--- config.mk ---
export PLATFORM = sky130hd
export DESIGN_NAME = acg_guard
export DESIGN_NICKNAME = d
export VERILOG_FILES = /design/src/hw/acg_pkg.sv /design/src/hw/acg_guard.sv /design/src/hw/acg_clkdiv.sv
export SDC_FILE = /design/constraint.sdc
export NUM_CORES = 1
export LEC_CHECK = 0
export ABC_CLOCK_PERIOD_IN_PS = 18950
export BUFFER_PORTS_ARGS = -buffer_cell sky130_fd_sc_hd__buf_4
export CORE_MARGIN = 2
export CORE_UTILIZATION = 55
export DETAILED_ROUTE_END_ITERATION = 7
export GPL_TIMING_DRIVEN = 0
export PLACE_DENSITY = 0.83
export RECOVER_POWER = 50
export SLEW_MARGIN = 0
export SYNTH_ARGS = -nofsm -noshare
export SYNTH_HDL_FRONTEND = slang
export SYNTH_SLANG_ARGS = --single-unit
--- constraint.sdc ---
create_clock -name sys_clk -period 18.95 [get_ports sys_clk]
set_input_delay 3.79 -clock sys_clk [delete_from_list [all_inputs] [get_ports sys_clk]]
set_output_delay 3.79 -clock sys_clk [all_outputs]
set_load 0.03 [all_outputs]
--- src/hw/acg_pkg.sv ---
// package: register map, field layout and timing of the converter guard
package acg_pkg;
  // ==========================================================
  // sizes
  localparam int NSLOT = 16;
  localparam int DW = 16;
  localparam int AW = 6;
  localparam int RESW = 12;
  localparam int ACQW = 6;
  localparam int TRGW = 5;
  localparam int NTRIG = 32;
  localparam int SELW = 2;
  localparam int CNTW = 6;
  // ==========================================================
  // register indices (one data word each)
  localparam logic [1:0] GRP_SLOT = 2'h0;
  localparam logic [1:0] GRP_MISC = 2'h1;
  localparam logic [1:0] GRP_RES = 2'h2;
  localparam logic [3:0] REG_CTL1 = 4'h0;
  localparam logic [3:0] REG_CTL2 = 4'h1;
  localparam logic [3:0] REG_ISEL1 = 4'h2;
  localparam logic [3:0] REG_ISEL2 = 4'h3;
  localparam logic [3:0] REG_FLAGS = 4'h4;
  localparam logic [3:0] REG_FORCE = 4'h5;
  localparam logic [3:0] REG_STATUS = 4'h6;
  // ==========================================================
  // field positions
  localparam int ACQ_LSB = 0;
  localparam int TRG_LSB = 6;
  localparam int CTL1_RESET_BIT = 14;
  localparam int CTL2_NONOVL_BIT = 1;
  localparam int CTL2_DIV2_BIT = 2;
  localparam int CTL2_DIV4_BIT = 3;
  localparam int ST_BUSY_BIT = 0;
  localparam int ST_HUNG_BIT = 1;
  localparam int ST_SAMP_BIT = 2;
  localparam int ST_CONV_BIT = 3;
  // ==========================================================
  // reset values and encodings
  localparam logic [DW-1:0] CTL2_RST = 16'h0000;
  localparam logic [TRGW-1:0] TRG_SOFTWARE = 5'h00;
  localparam logic [SELW-1:0] ISEL_NONE = 2'h0;
  localparam logic [SELW-1:0] ISEL_INT1 = 2'h1;
  localparam logic [SELW-1:0] ISEL_INT2 = 2'h2;
  // ==========================================================
  // converter clock timing: result steps in converter clocks, divide-by-four phase in system clocks
  localparam logic [CNTW-1:0] PRESENT_CLK = 6'h0D;
  localparam logic [CNTW-1:0] LATCH_CLK = 6'h0E;
  localparam logic [1:0] DIV4_LAST = 2'h3;
  // ==========================================================
  // register bus request
  typedef struct packed {
    logic [AW-1:0] addr;
    logic [DW-1:0] wdata;
    logic wr;
    logic rd;
  } acg_bus_t;
endpackage : acg_pkg

--- src/hw/acg_guard.sv ---
// module: converter start/sample/convert control with reconfiguration guard
//
// Behaviour
// (RQ1) Changing the non-overlap bit during a conversion hangs the converter until device reset.
// (RQ2) Writing the soft reset during a conversion likewise hangs it until device reset.
// (RQ3) Software first sets every slot's trigger source select to 0.
// (RQ4) Software then clears both interrupt start select registers to 0.
// (RQ5) Software then polls the pending start flags until all read zero.
// (RQ6) Software then waits out any running conversion, acquisition plus 13 converter clocks.
// (RQ7) A converter clock is 1 system clock without divide-by-two, 2 with it, 4 with both.
// (RQ8) Only then does software change the non-overlap bit or write the soft reset.
// (RQ9) A trigger source select of 0 means the slot starts only from software; the code still starts such a slot from int_pulse when its isel is 1 or 2.
// (RQ10) Software runs offset self calibration after setup and again as temperature drifts.
// (RQ11) With non-overlap set, sampling starts only once the running conversion is done.
// (RQ12) A conversion takes 13 clocks after sampling, presents on the 14th, latches on the 15th.
// (RQ13) A readable busy indication shows whether any conversion is in progress.
`timescale 1ns/1ps
`default_nettype none
module acg_guard
  import acg_pkg::*;
(
  input wire logic sys_clk,
  input wire logic rst,
  input wire acg_bus_t bus_req,
  input wire logic [NTRIG-1:0] hw_trig,
  input wire logic [1:0] int_pulse,
  input wire logic [RESW-1:0] adc_data,
  output logic [DW-1:0] rd_data,
  output logic conv_busy,
  output logic conv_hung,
  output logic sampling,
  output logic converting
);
  logic [DW-1:0] slot_ctl_reg [NSLOT];
  logic [RESW-1:0] result_reg [NSLOT];
  logic [2*NSLOT-1:0] isel_reg;
  logic [DW-1:0] ctl2_reg;
  logic [NSLOT-1:0] flags_reg, flags_set, flags_clr;
  logic hung_reg, busy_reg, samp_reg, conv_reg;
  logic [CNTW-1:0] samp_cnt_reg, conv_cnt_reg;
  logic [3:0] samp_slot_reg, conv_slot_reg, pick;
  logic [RESW-1:0] present_reg;
  logic [DW-1:0] rd_data_reg;
  logic tick, wr_misc, wr_slot, soft_rst, nonovl_chg, busy_now;
  logic samp_start, samp_done, handoff, res_latch, all_sw;

  // ==========================================================
  // bus decode
  assign wr_misc = bus_req.wr && (bus_req.addr[5:4] == GRP_MISC);
  assign wr_slot = bus_req.wr && (bus_req.addr[5:4] == GRP_SLOT);
  assign soft_rst = wr_misc && (bus_req.addr[3:0] == REG_CTL1)
                    && bus_req.wdata[CTL1_RESET_BIT];
  assign nonovl_chg = wr_misc && (bus_req.addr[3:0] == REG_CTL2)
                      && (bus_req.wdata[CTL2_NONOVL_BIT]
                          != ctl2_reg[CTL2_NONOVL_BIT]);
  assign busy_now = samp_reg || conv_reg;

  acg_clkdiv u_clkdiv (
    .sys_clk(sys_clk),
    .rst(rst),
    .div2_en(ctl2_reg[CTL2_DIV2_BIT]),
    .div4_en(ctl2_reg[CTL2_DIV4_BIT]),
    .tick(tick)
  );

  // ==========================================================
  // configuration registers
  always_ff @(posedge sys_clk or posedge rst) begin
    if (rst) begin
      ctl2_reg <= CTL2_RST;
      isel_reg <= '0;
    end else if (wr_misc) begin
      if (bus_req.addr[3:0] == REG_CTL2) ctl2_reg <= bus_req.wdata;
      if (bus_req.addr[3:0] == REG_ISEL1) isel_reg[DW-1:0] <= bus_req.wdata;
      if (bus_req.addr[3:0] == REG_ISEL2) isel_reg[2*DW-1:DW] <= bus_req.wdata;
    end
  end

  // slot controls: trigger source and acquisition window
  always_ff @(posedge sys_clk or posedge rst) begin
    if (rst) begin
      for (int i = 0; i < NSLOT; i++) slot_ctl_reg[i] <= '0;
    end else if (wr_slot) begin
      slot_ctl_reg[bus_req.addr[3:0]] <= bus_req.wdata;
    end
  end

  // ==========================================================
  // hazard: reconfiguring mid-conversion locks the converter until device reset
  always_ff @(posedge sys_clk or posedge rst) begin
    if (rst) begin
      hung_reg <= 1'b0;
    end else if (busy_now && (nonovl_chg || soft_rst)) begin
      hung_reg <= 1'b1; // [RQ1] [RQ2]
    end
  end

  // ==========================================================
  // pending start flags, one per slot
  generate
    for (genvar g = 0; g < NSLOT; g++) begin : g_slot
      logic [TRGW-1:0] sel;
      logic [SELW-1:0] isel;
      assign sel = slot_ctl_reg[g][TRG_LSB +: TRGW];
      assign isel = isel_reg[SELW*g +: SELW];
      // software-only slots ignore every hw_trig line, but int_pulse still starts them through their isel
      assign flags_set[g] =
          (wr_misc && bus_req.addr[3:0] == REG_FORCE && bus_req.wdata[g])
          || (sel != TRG_SOFTWARE && hw_trig[sel]) // [RQ9]
          || (isel == ISEL_INT1 && int_pulse[0])
          || (isel == ISEL_INT2 && int_pulse[1]);
      assign flags_clr[g] = soft_rst || (samp_start && pick == 4'(g));
    end
  endgenerate

  // set wins over clear so a trigger in the start cycle is not lost
  always_ff @(posedge sys_clk or posedge rst) begin
    if (rst) begin
      flags_reg <= '0;
    end else begin
      flags_reg <= (flags_reg & ~flags_clr) | flags_set;
    end
  end

  // lowest pending slot first
  always_comb begin
    pick = 4'h0;
    for (int i = NSLOT - 1; i >= 0; i--) begin
      if (flags_reg[i]) pick = 4'(i);
    end
  end

  // ==========================================================
  // sample stage
  assign samp_start = !hung_reg && !samp_reg && (|flags_reg) && !soft_rst
                      && !(ctl2_reg[CTL2_NONOVL_BIT] && conv_reg); // [RQ11]
  assign samp_done = samp_reg && tick && (samp_cnt_reg >=
      CNTW'(slot_ctl_reg[samp_slot_reg][ACQ_LSB +: ACQW]));
  assign res_latch = conv_reg && tick && (conv_cnt_reg == LATCH_CLK);
  // overlap mode holds a finished sample until the converter is free
  assign handoff = samp_done && (!conv_reg || res_latch);

  always_ff @(posedge sys_clk or posedge rst) begin
    if (rst) begin
      samp_reg <= 1'b0;
      samp_cnt_reg <= '0;
      samp_slot_reg <= 4'h0;
    end else if (soft_rst) begin
      samp_reg <= 1'b0;
    end else if (samp_start) begin
      samp_reg <= 1'b1;
      samp_cnt_reg <= '0;
      samp_slot_reg <= pick;
    end else if (handoff) begin
      samp_reg <= 1'b0;
    end else if (samp_reg && tick && !samp_done) begin
      samp_cnt_reg <= samp_cnt_reg + 6'h01;
    end
  end

  // ==========================================================
  // convert stage: 13 clocks, present on 14th, latch on 15th
  always_ff @(posedge sys_clk or posedge rst) begin
    if (rst) begin
      conv_reg <= 1'b0;
      conv_cnt_reg <= '0;
      conv_slot_reg <= 4'h0;
    end else if (soft_rst) begin
      conv_reg <= 1'b0;
    end else if (handoff) begin
      conv_reg <= 1'b1;
      conv_cnt_reg <= '0;
      conv_slot_reg <= samp_slot_reg;
    end else if (res_latch) begin
      conv_reg <= 1'b0; // [RQ12]
    end else if (conv_reg && tick) begin
      conv_cnt_reg <= conv_cnt_reg + 6'h01;
    end
  end

  // result handed to the bus side, then latched a clock later
  always_ff @(posedge sys_clk or posedge rst) begin
    if (rst) begin
      present_reg <= '0;
      for (int i = 0; i < NSLOT; i++) result_reg[i] <= '0;
    end else begin
      if (conv_reg && tick && conv_cnt_reg == PRESENT_CLK) begin
        present_reg <= adc_data; // [RQ12]
      end
      if (res_latch) result_reg[conv_slot_reg] <= present_reg; // [RQ12]
    end
  end

  // ==========================================================
  // status outputs
  always_ff @(posedge sys_clk or posedge rst) begin
    if (rst) begin
      busy_reg <= 1'b0;
    end else begin
      busy_reg <= busy_now; // [RQ13]
    end
  end

  // read data, valid only in the cycle after the strobe
  always_ff @(posedge sys_clk or posedge rst) begin
    if (rst) begin
      rd_data_reg <= '0;
    end else begin
      rd_data_reg <= '0;
      if (bus_req.rd) begin
        case (bus_req.addr[5:4])
          GRP_SLOT: rd_data_reg <= slot_ctl_reg[bus_req.addr[3:0]];
          GRP_RES: rd_data_reg <= DW'(result_reg[bus_req.addr[3:0]]);
          GRP_MISC: begin
            case (bus_req.addr[3:0])
              REG_CTL2: rd_data_reg <= ctl2_reg;
              REG_ISEL1: rd_data_reg <= isel_reg[DW-1:0];
              REG_ISEL2: rd_data_reg <= isel_reg[2*DW-1:DW];
              REG_FLAGS: rd_data_reg <= flags_reg;
              REG_STATUS: begin
                rd_data_reg[ST_BUSY_BIT] <= busy_reg; // [RQ13]
                rd_data_reg[ST_HUNG_BIT] <= hung_reg;
                rd_data_reg[ST_SAMP_BIT] <= samp_reg;
                rd_data_reg[ST_CONV_BIT] <= conv_reg;
              end
              default: rd_data_reg <= '0;
            endcase
          end
          default: rd_data_reg <= '0;
        endcase
      end
    end
  end

  assign rd_data = rd_data_reg;
  assign conv_busy = busy_reg;
  assign conv_hung = hung_reg;
  assign sampling = samp_reg;
  assign converting = conv_reg;

  // ==========================================================
  // checks
  // helper for the latch check: system clocks since handoff, and whether
  // the divider stayed at one; a long repetition would slow the tools
  logic [CNTW-1:0] conv_len_reg;
  logic conv_div1_reg;
  always_ff @(posedge sys_clk or posedge rst) begin
    if (rst) begin
      conv_len_reg <= '0;
      conv_div1_reg <= 1'b0;
    end else if (soft_rst) begin
      conv_div1_reg <= 1'b0;
    end else if (handoff) begin
      conv_len_reg <= '0;
      conv_div1_reg <= !ctl2_reg[CTL2_DIV2_BIT];
    end else if (conv_reg) begin
      conv_len_reg <= conv_len_reg + 6'h01;
      if (ctl2_reg[CTL2_DIV2_BIT]) conv_div1_reg <= 1'b0;
    end
  end

  always_comb begin
    all_sw = (isel_reg == '0);
    for (int i = 0; i < NSLOT; i++) begin
      if (slot_ctl_reg[i][TRG_LSB +: TRGW] != TRG_SOFTWARE) all_sw = 1'b0;
    end
  end

  a_hung_nonovl: assert property (@(posedge sys_clk) disable iff (rst) // [RQ1]
    busy_now && nonovl_chg |=> conv_hung [*8])
    else $error("non-overlap change mid-conversion did not hang");
  a_hung_reset: assert property (@(posedge sys_clk) disable iff (rst) // [RQ2]
    busy_now && soft_rst |=> conv_hung && !sampling && !converting)
    else $error("soft reset mid-conversion did not hang");
  a_hung_blocks: assert property (@(posedge sys_clk) disable iff (rst) // [RQ1]
    conv_hung && !sampling |=> !sampling)
    else $error("sampling started while hung");
  a_tick_rate: assert property (@(posedge sys_clk) disable iff (rst) // [RQ7]
    ctl2_reg[CTL2_DIV2_BIT] && !ctl2_reg[CTL2_DIV4_BIT] && tick
    && !wr_misc ##1 !wr_misc |-> !tick ##1 tick)
    else $error("divide-by-two converter clock wrong");
  a_soft_only: assert property (@(posedge sys_clk) disable iff (rst) // [RQ9]
    all_sw && !wr_misc |=> (flags_reg & ~$past(flags_reg)) == '0)
    else $error("software-only slot started by hardware");
  a_nonovl_wait: assert property (@(posedge sys_clk) disable iff (rst) // [RQ11]
    ctl2_reg[CTL2_NONOVL_BIT] && $rose(sampling) |-> !$past(converting))
    else $error("sampling overlapped a conversion");
  a_latch_time: assert property (@(posedge sys_clk) disable iff (rst) // [RQ12]
    $fell(converting) && conv_div1_reg
    |-> $past(conv_len_reg) == LATCH_CLK)
    else $error("conversion length not 15 converter clocks");
  a_busy_flag: assert property (@(posedge sys_clk) disable iff (rst) // [RQ13]
    $rose(sampling) |=> conv_busy [*2])
    else $error("busy indication missing during conversion");
endmodule : acg_guard
`default_nettype wire

--- src/hw/acg_clkdiv.sv ---
// module: converter clock enable derived from the system clock
`timescale 1ns/1ps
`default_nettype none
module acg_clkdiv
  import acg_pkg::*;
(
  input wire logic sys_clk,
  input wire logic rst,
  input wire logic div2_en,
  input wire logic div4_en,
  output logic tick
);
  logic [1:0] div_cnt_reg;

  // ==========================================================
  // free running phase counter
  always_ff @(posedge sys_clk or posedge rst) begin
    if (rst) begin
      div_cnt_reg <= 2'h0;
    end else begin
      div_cnt_reg <= div_cnt_reg + 2'h1;
    end
  end

  // one converter clock per 1, 2 or 4 system clocks
  always_comb begin
    if (!div2_en) begin
      tick = 1'b1; // [RQ7]
    end else if (div4_en) begin
      tick = (div_cnt_reg == DIV4_LAST); // [RQ7]
    end else begin
      tick = div_cnt_reg[0]; // [RQ7]
    end
  end
endmodule : acg_clkdiv
`default_nettype wire

# Word-level counts from Yosys, hierarchy flattened
# Cells that the tools add are included.
[classes]
n_addsub = 3
order_cmp = 22
n_eq_ne = 61
muxes = 81
bitwise_logic = 7
reduce_logical = 206
[ops]
columns = ["op", "count"]
rows = [
  ["$bwmux 256", 1],
  ["$bwmux 192", 1],
  ["$bmux 16 s4", 2],
  ["$logic_and 1x1->1", 102],
  ["$lt 5x6->1 const B", 16],
  ["$bmux 1 s5", 16],
  ["$reduce_bool 5->1", 16],
  ["$logic_or 1x1->1", 67],
  ["$demux 16 s4", 1],
  ["$mux 16", 4],
  ["$mux 4", 16],
  ["$bmux 12 s4", 1],
  ["$demux 12 s4", 1],
  ["$mux 6", 8],
  ["$pmux 12 s4", 1],
  ["$pmux 16 s3", 1],
  ["$eq 2x2->1 const B", 18],
  ["$mux 12", 3],
  ["$eq 2x1->1 const B", 17],
  ["$eq 4x4->1 const B", 8],
  ["$eq 4x3->1 const B", 7],
  ["$mux 1", 24],
  ["$pmux 4 s5", 1],
  ["$and 16x16->16", 1],
  ["other kinds (22)", 47],
]
[totals]
ff_bits = 566
output_inout_bits = 20
word_cells = 427

# Longest topological paths before layout
[depth]
depth_word = 22
mapped_depth = 11

# Modules after synthesis
# A second synthesis with hierarchy kept.
[unflattened]
hier_cells = 2196
hier_area_um2 = 30958.4
[by_module_without_submodules]
columns = ["mod", "instances", "cells_each", "area_per_inst_um2", "seq_area_each_um2"]
rows = [
  ["acg_guard", 1, 2189, 30872.1, 14113.5],
  ["acg_clkdiv", 1, 7, 86.3, 50.0],
]

# Worst setup path after synthesis
# Ideal clock, no wire load.
[synth_timing]
kind = "input to register"
from = "input bus_req[18] (netlist bit)"
to = "register rd_data_reg[14], in the netlist rd_data[14]"
t_arrival_ps = 5488
required_time_ps = 18818
setup_slack_ps = 13330
path_stages = 7
n_path_buf = 3
cell_sequence = "buf_2 buf_4 buf_2 mux4_2 mux4_2 nand3_1 o21ai_0"
[synth_via]
elab_chain_len = 6
word_cells_on_any_way = 11
cone_classes = "eq/ne: 4; mux: 6; bitwise: 1"
[synth_rtl]
columns = ["item", "line", "source"]
rows = [
  ["start, declared", "acg_guard.sv:24", "input wire acg_bus_t bus_req,"],
  ["$not 4->5 (not written as such)", "acg_guard.sv:212", "GRP_SLOT: rd_data_reg <= slot_ctl_reg[bus_req.addr[3:0]];"],
  ["$bmux 16 s4", "acg_guard.sv:212", ""],
  ["$mux 16 (not written as such) (2 in a row)", "acg_guard.sv:212", ""],
  ["$pmux 16 s3 *", "acg_guard.sv:211", "case (bus_req.addr[5:4])"],
  ["$mux 16 *", "acg_guard.sv:210", "if (bus_req.rd) begin"],
  ["end signal, assigned", "acg_guard.sv:212", ""],
  ["end signal, assigned", "acg_guard.sv:213", "GRP_RES: rd_data_reg <= DW'(result_reg[bus_req.addr[3:0]]);"],
  ["end signal, assigned", "acg_guard.sv:216", "REG_CTL2: rd_data_reg <= ctl2_reg;"],
  ["end, declared", "acg_guard.sv:43", "logic [DW-1:0] rd_data_reg;"],
]
# Mark *: on every way between the ends. The rest lies on a longest branch, timed or not. The select of a mux whose other input is x is not followed.
# A chain may end at the register's enable or synchronous reset.

==> flow_summary_export.csv <==
group,metric,value,unit
clock_network,cts_made_buffers,59,
min_path,min_path_type,"flop to flop",
job,drv_cap,10,
route,avgViaCountPerCell,7.26,
synth,syn-num-nets,2323,
sta,fmax,101,MHz
min_path,hold_start,"u_clkdiv.div_cnt_reg[0]",
sta,rsz0062_at_grt,"no",
synth,synthAdderAreaFrac,0.440,%
floorplanning,dieArea,58800,um2
global_routing,overflow,0,
cells_and_area,largest_reg_flops,192,
min_path,whs_endpoint,"u_clkdiv.div_cnt_reg[0]",
setup_path,ff2ff_setup_slack,14.21,ns
synth,synth-compound-area-share,5.71,%
route,drtIter0Drc,3301,
placed_design,numPortBuffers,71,
synth,synth-async-reset-ratio,100,%
sta,relSlewSlack,-68.5,%
clock_network,htreeDepth,2,
floorplanning,die_y,243,um
status,status,"finished, violations left",
global_routing,grt_max_degree,47,
sta,clock_skew,0.0523,ns
sta,hold_viol,0,
clock_network,clock-sinks,566,
sta,setup_viol,0,
sta,slew_viol_final,416,
placed_design,hpwlAfterDp,73.7,mm
status,violations,"max-capacitance violations, max-slew violations",
synth,synth_top_family_by_area,"multiplexers",
clock_network,cts_tree,"yes",
synth,netlist_instances,2240,
synth,synth_xor_area_share,0.0280,%
sta,holdWs,0.466,ns
sta,worst_pin_slew,2.53,ns
setup_path,cp_max_fo,43,
sta,finalCritPeriodShare,52.2,%
synth,yosysMostFrequentCell,"dfrtp_1",
setup_path,startpoint,"rst",
power,powerDensity,104,nW/um2
synth,synth_warnings,0,
synth,synth.cell_area,31300,um2
setup_path,critPathLaunchType,"input port",
synth,synth_top_area_share,45.3,%
synth,syn_avg_cell_area,14.0,um2
synth,ys.flop_type,"dfrtp_1",
clock_network,clock_latency,0.65,ns
sta,period_minus_slack,9.89,ns
floorplanning,rows,87,
min_path,min_path_cells,1,
setup_path,cp.required,19.12,ns
clock_network,cts-root-buf,"clkbuf_16",
global_routing,antenna_found_initial,6,
synth,synthMuxAreaShare,40.4,%
setup_path,r2r_end,"conv_cnt_reg[2]",
cells_and_area,drive_above_1_share,41.9,%
route,wl,105,mm
synth,synth.top_cells.by_count,"dfrtp_1 (566), mux2_2 (508), mux4_2 (274), clkbuf_1 (153), nand2_1 (110)",
floorplanning,coreArea,56300,um2
placed_design,place.gp.congestion,0.985,
global_routing,grt_usage,35.9,%
cells_and_area,nets,2468,
clock_network,cts_setup_buffers,0,
floorplanning,start_util,55.6,%
route,via_count,23100,
synth,ys_types,78,
power,power,3.63,mW
power,cellLeakagePower,15.0,nW
clock_network,cts.reportedPaths.clkPinSlew,0.06,ns
power,ir_drop,0.0886,mV
cells_and_area,nFillCells,4068,
setup_path,ff2ff_path_depth,11,
global_routing,grt_pass1_vias,23700,
synth,yosysTopAreaCell,"dfrtp_1",
route,wl_per_cell,32.8,um
sta,tns,0,ns
synth,yosys.area_share.simple,4.68,%
setup_path,worstPathArrival,10.06,ns
synth,synth_edf_count,0,
clock_network,clockBufferDepth,3,
floorplanning,io_pins,92,
route,ant_nets,0,
setup_path,cp-end-kind,"asynchronous set/reset pin",
floorplanning,die_w,243,um
synth,yosysSeqAreaShare,45.3,%
setup_path,r2r_start,"samp_slot_reg[1]",
clock_network,cts.repair.resized,0,
synth,ys_top_cells_by_area,"dfrtp_1 (45%), mux4_2 (20%), mux2_2 (18%)",
cells_and_area,area_growth,11.3,%
setup_path,criticalPathCategory,"input port to asynchronous set/reset pin",
global_routing,grt_pass1_wl,155,mm
clock_network,hold_buffers,0,
route,drc,0,
route,drt_first_pass_iters,6,
synth,synth_seq_cells,566,
report_power, final:
part | total, mW | internal (mW) | switching [mW]
clock network | 1.19 | 0.682 | 0.506
logic | 0.925 | 0.428 | 0.497
registers | 1.52 | 1.37 | 0.154
total | 3.63 | 2.48 | 1.16
metrics by stage:
step / instance area [um2] / cells / setup WS [ns] / util [%]
after floorplan: 31300 / 2240 / 7.45 / -
after global placement: 32800 / 3067 / 4.95 / 58.2
after detailed placement: 33000 / 3080 / 11.74 / 58.7
after CTS: 35000 / 3185 / 12.42 / 62.2
after global routing: 34800 / 3185 / 7.91 / 61.9
final: 34800 / 3186 / 9.06 / 61.9
routing by layer:
layer  global-route usage, %  up-vias  share of wire [%]
met1                    47.3    11900                 35
met3                    12.2      446                 14
met5                       0        -              0.053
li1                        -     8930                  -
met2                    51.9     1849                 44
met4                    20.8        8                6.6
final cells by class:
class | instances | area, um2 | area share (%)
clock inverters | 24 | 278 | 0.797
flip-flops and latches | 566 | 14200 | 40.7
clock buffers | 81 | 1700 | 4.88
inverters | 28 | 106 | 0.305
repair buffers | 84 | 639 | 1.84
plain buffers | 232 | 961 | 2.76
multi-input cells | 1414 | 16000 | 46.1
diodes | 1 | 2.50 | 0.00718
well taps | 756 | 946 | 2.71
logic make-up after synthesis:
kind of cell / count (synthesis)
buf+inv: 260
mux: 858
xor+xnor: 1
fa+ha+maj: 11
flops: 566
compound gates: 263
simple gates: 281
cells in the final DEF (no fill, tap or decap), types with 13 or more instances in the layout:
cell / netlist / routed
nor2_1: 25 / 25
o211ai_1: 13 / 13
nand2_1: 110 / 110
mux2_2: 508 / 505
nor3_1: 17 / 17
a22oi_1: 26 / 26
buf_1: 20 / 20
nand3b_1: 23 / 23
buf_4: 4 / 62
nand3_1: 35 / 35
clkbuf_16: 0 / 59
dfrtp_1: 566 / 566
o21ai_0: 56 / 56
mux4_2: 274 / 274
clkbuf_8: 0 / 14
inv_1: 27 / 26
clkbuf_1: 153 / 182
a22o_1: 31 / 31
a21oi_1: 68 / 68
buf_2: 52 / 42
mux2i_1: 76 / 76
worst max-delay path by stage:
stage | endpoint | slack (ns) | cells after the start
after floorplan | conv_busy | 7.45 | 1
after global placement | g_slot[11].sel[0] | 4.95 | 2
after detailed placement | rd_data[7] | 11.74 | 8
after CTS | rd_data[7] | 12.42 | 8
after global routing | g_slot[7].sel[1] | 7.91 | 5
final | isel_reg[28] | 9.06 | 5
critical path, cell delays in order:
cell,delay (ns)
clkbuf_4,0.11
clkinvlp_2,0.90
clkbuf_1,1.47
clkbuf_1,1.83
clkbuf_1,1.89
No activity file was read; power rests on OpenSTA's default activity.
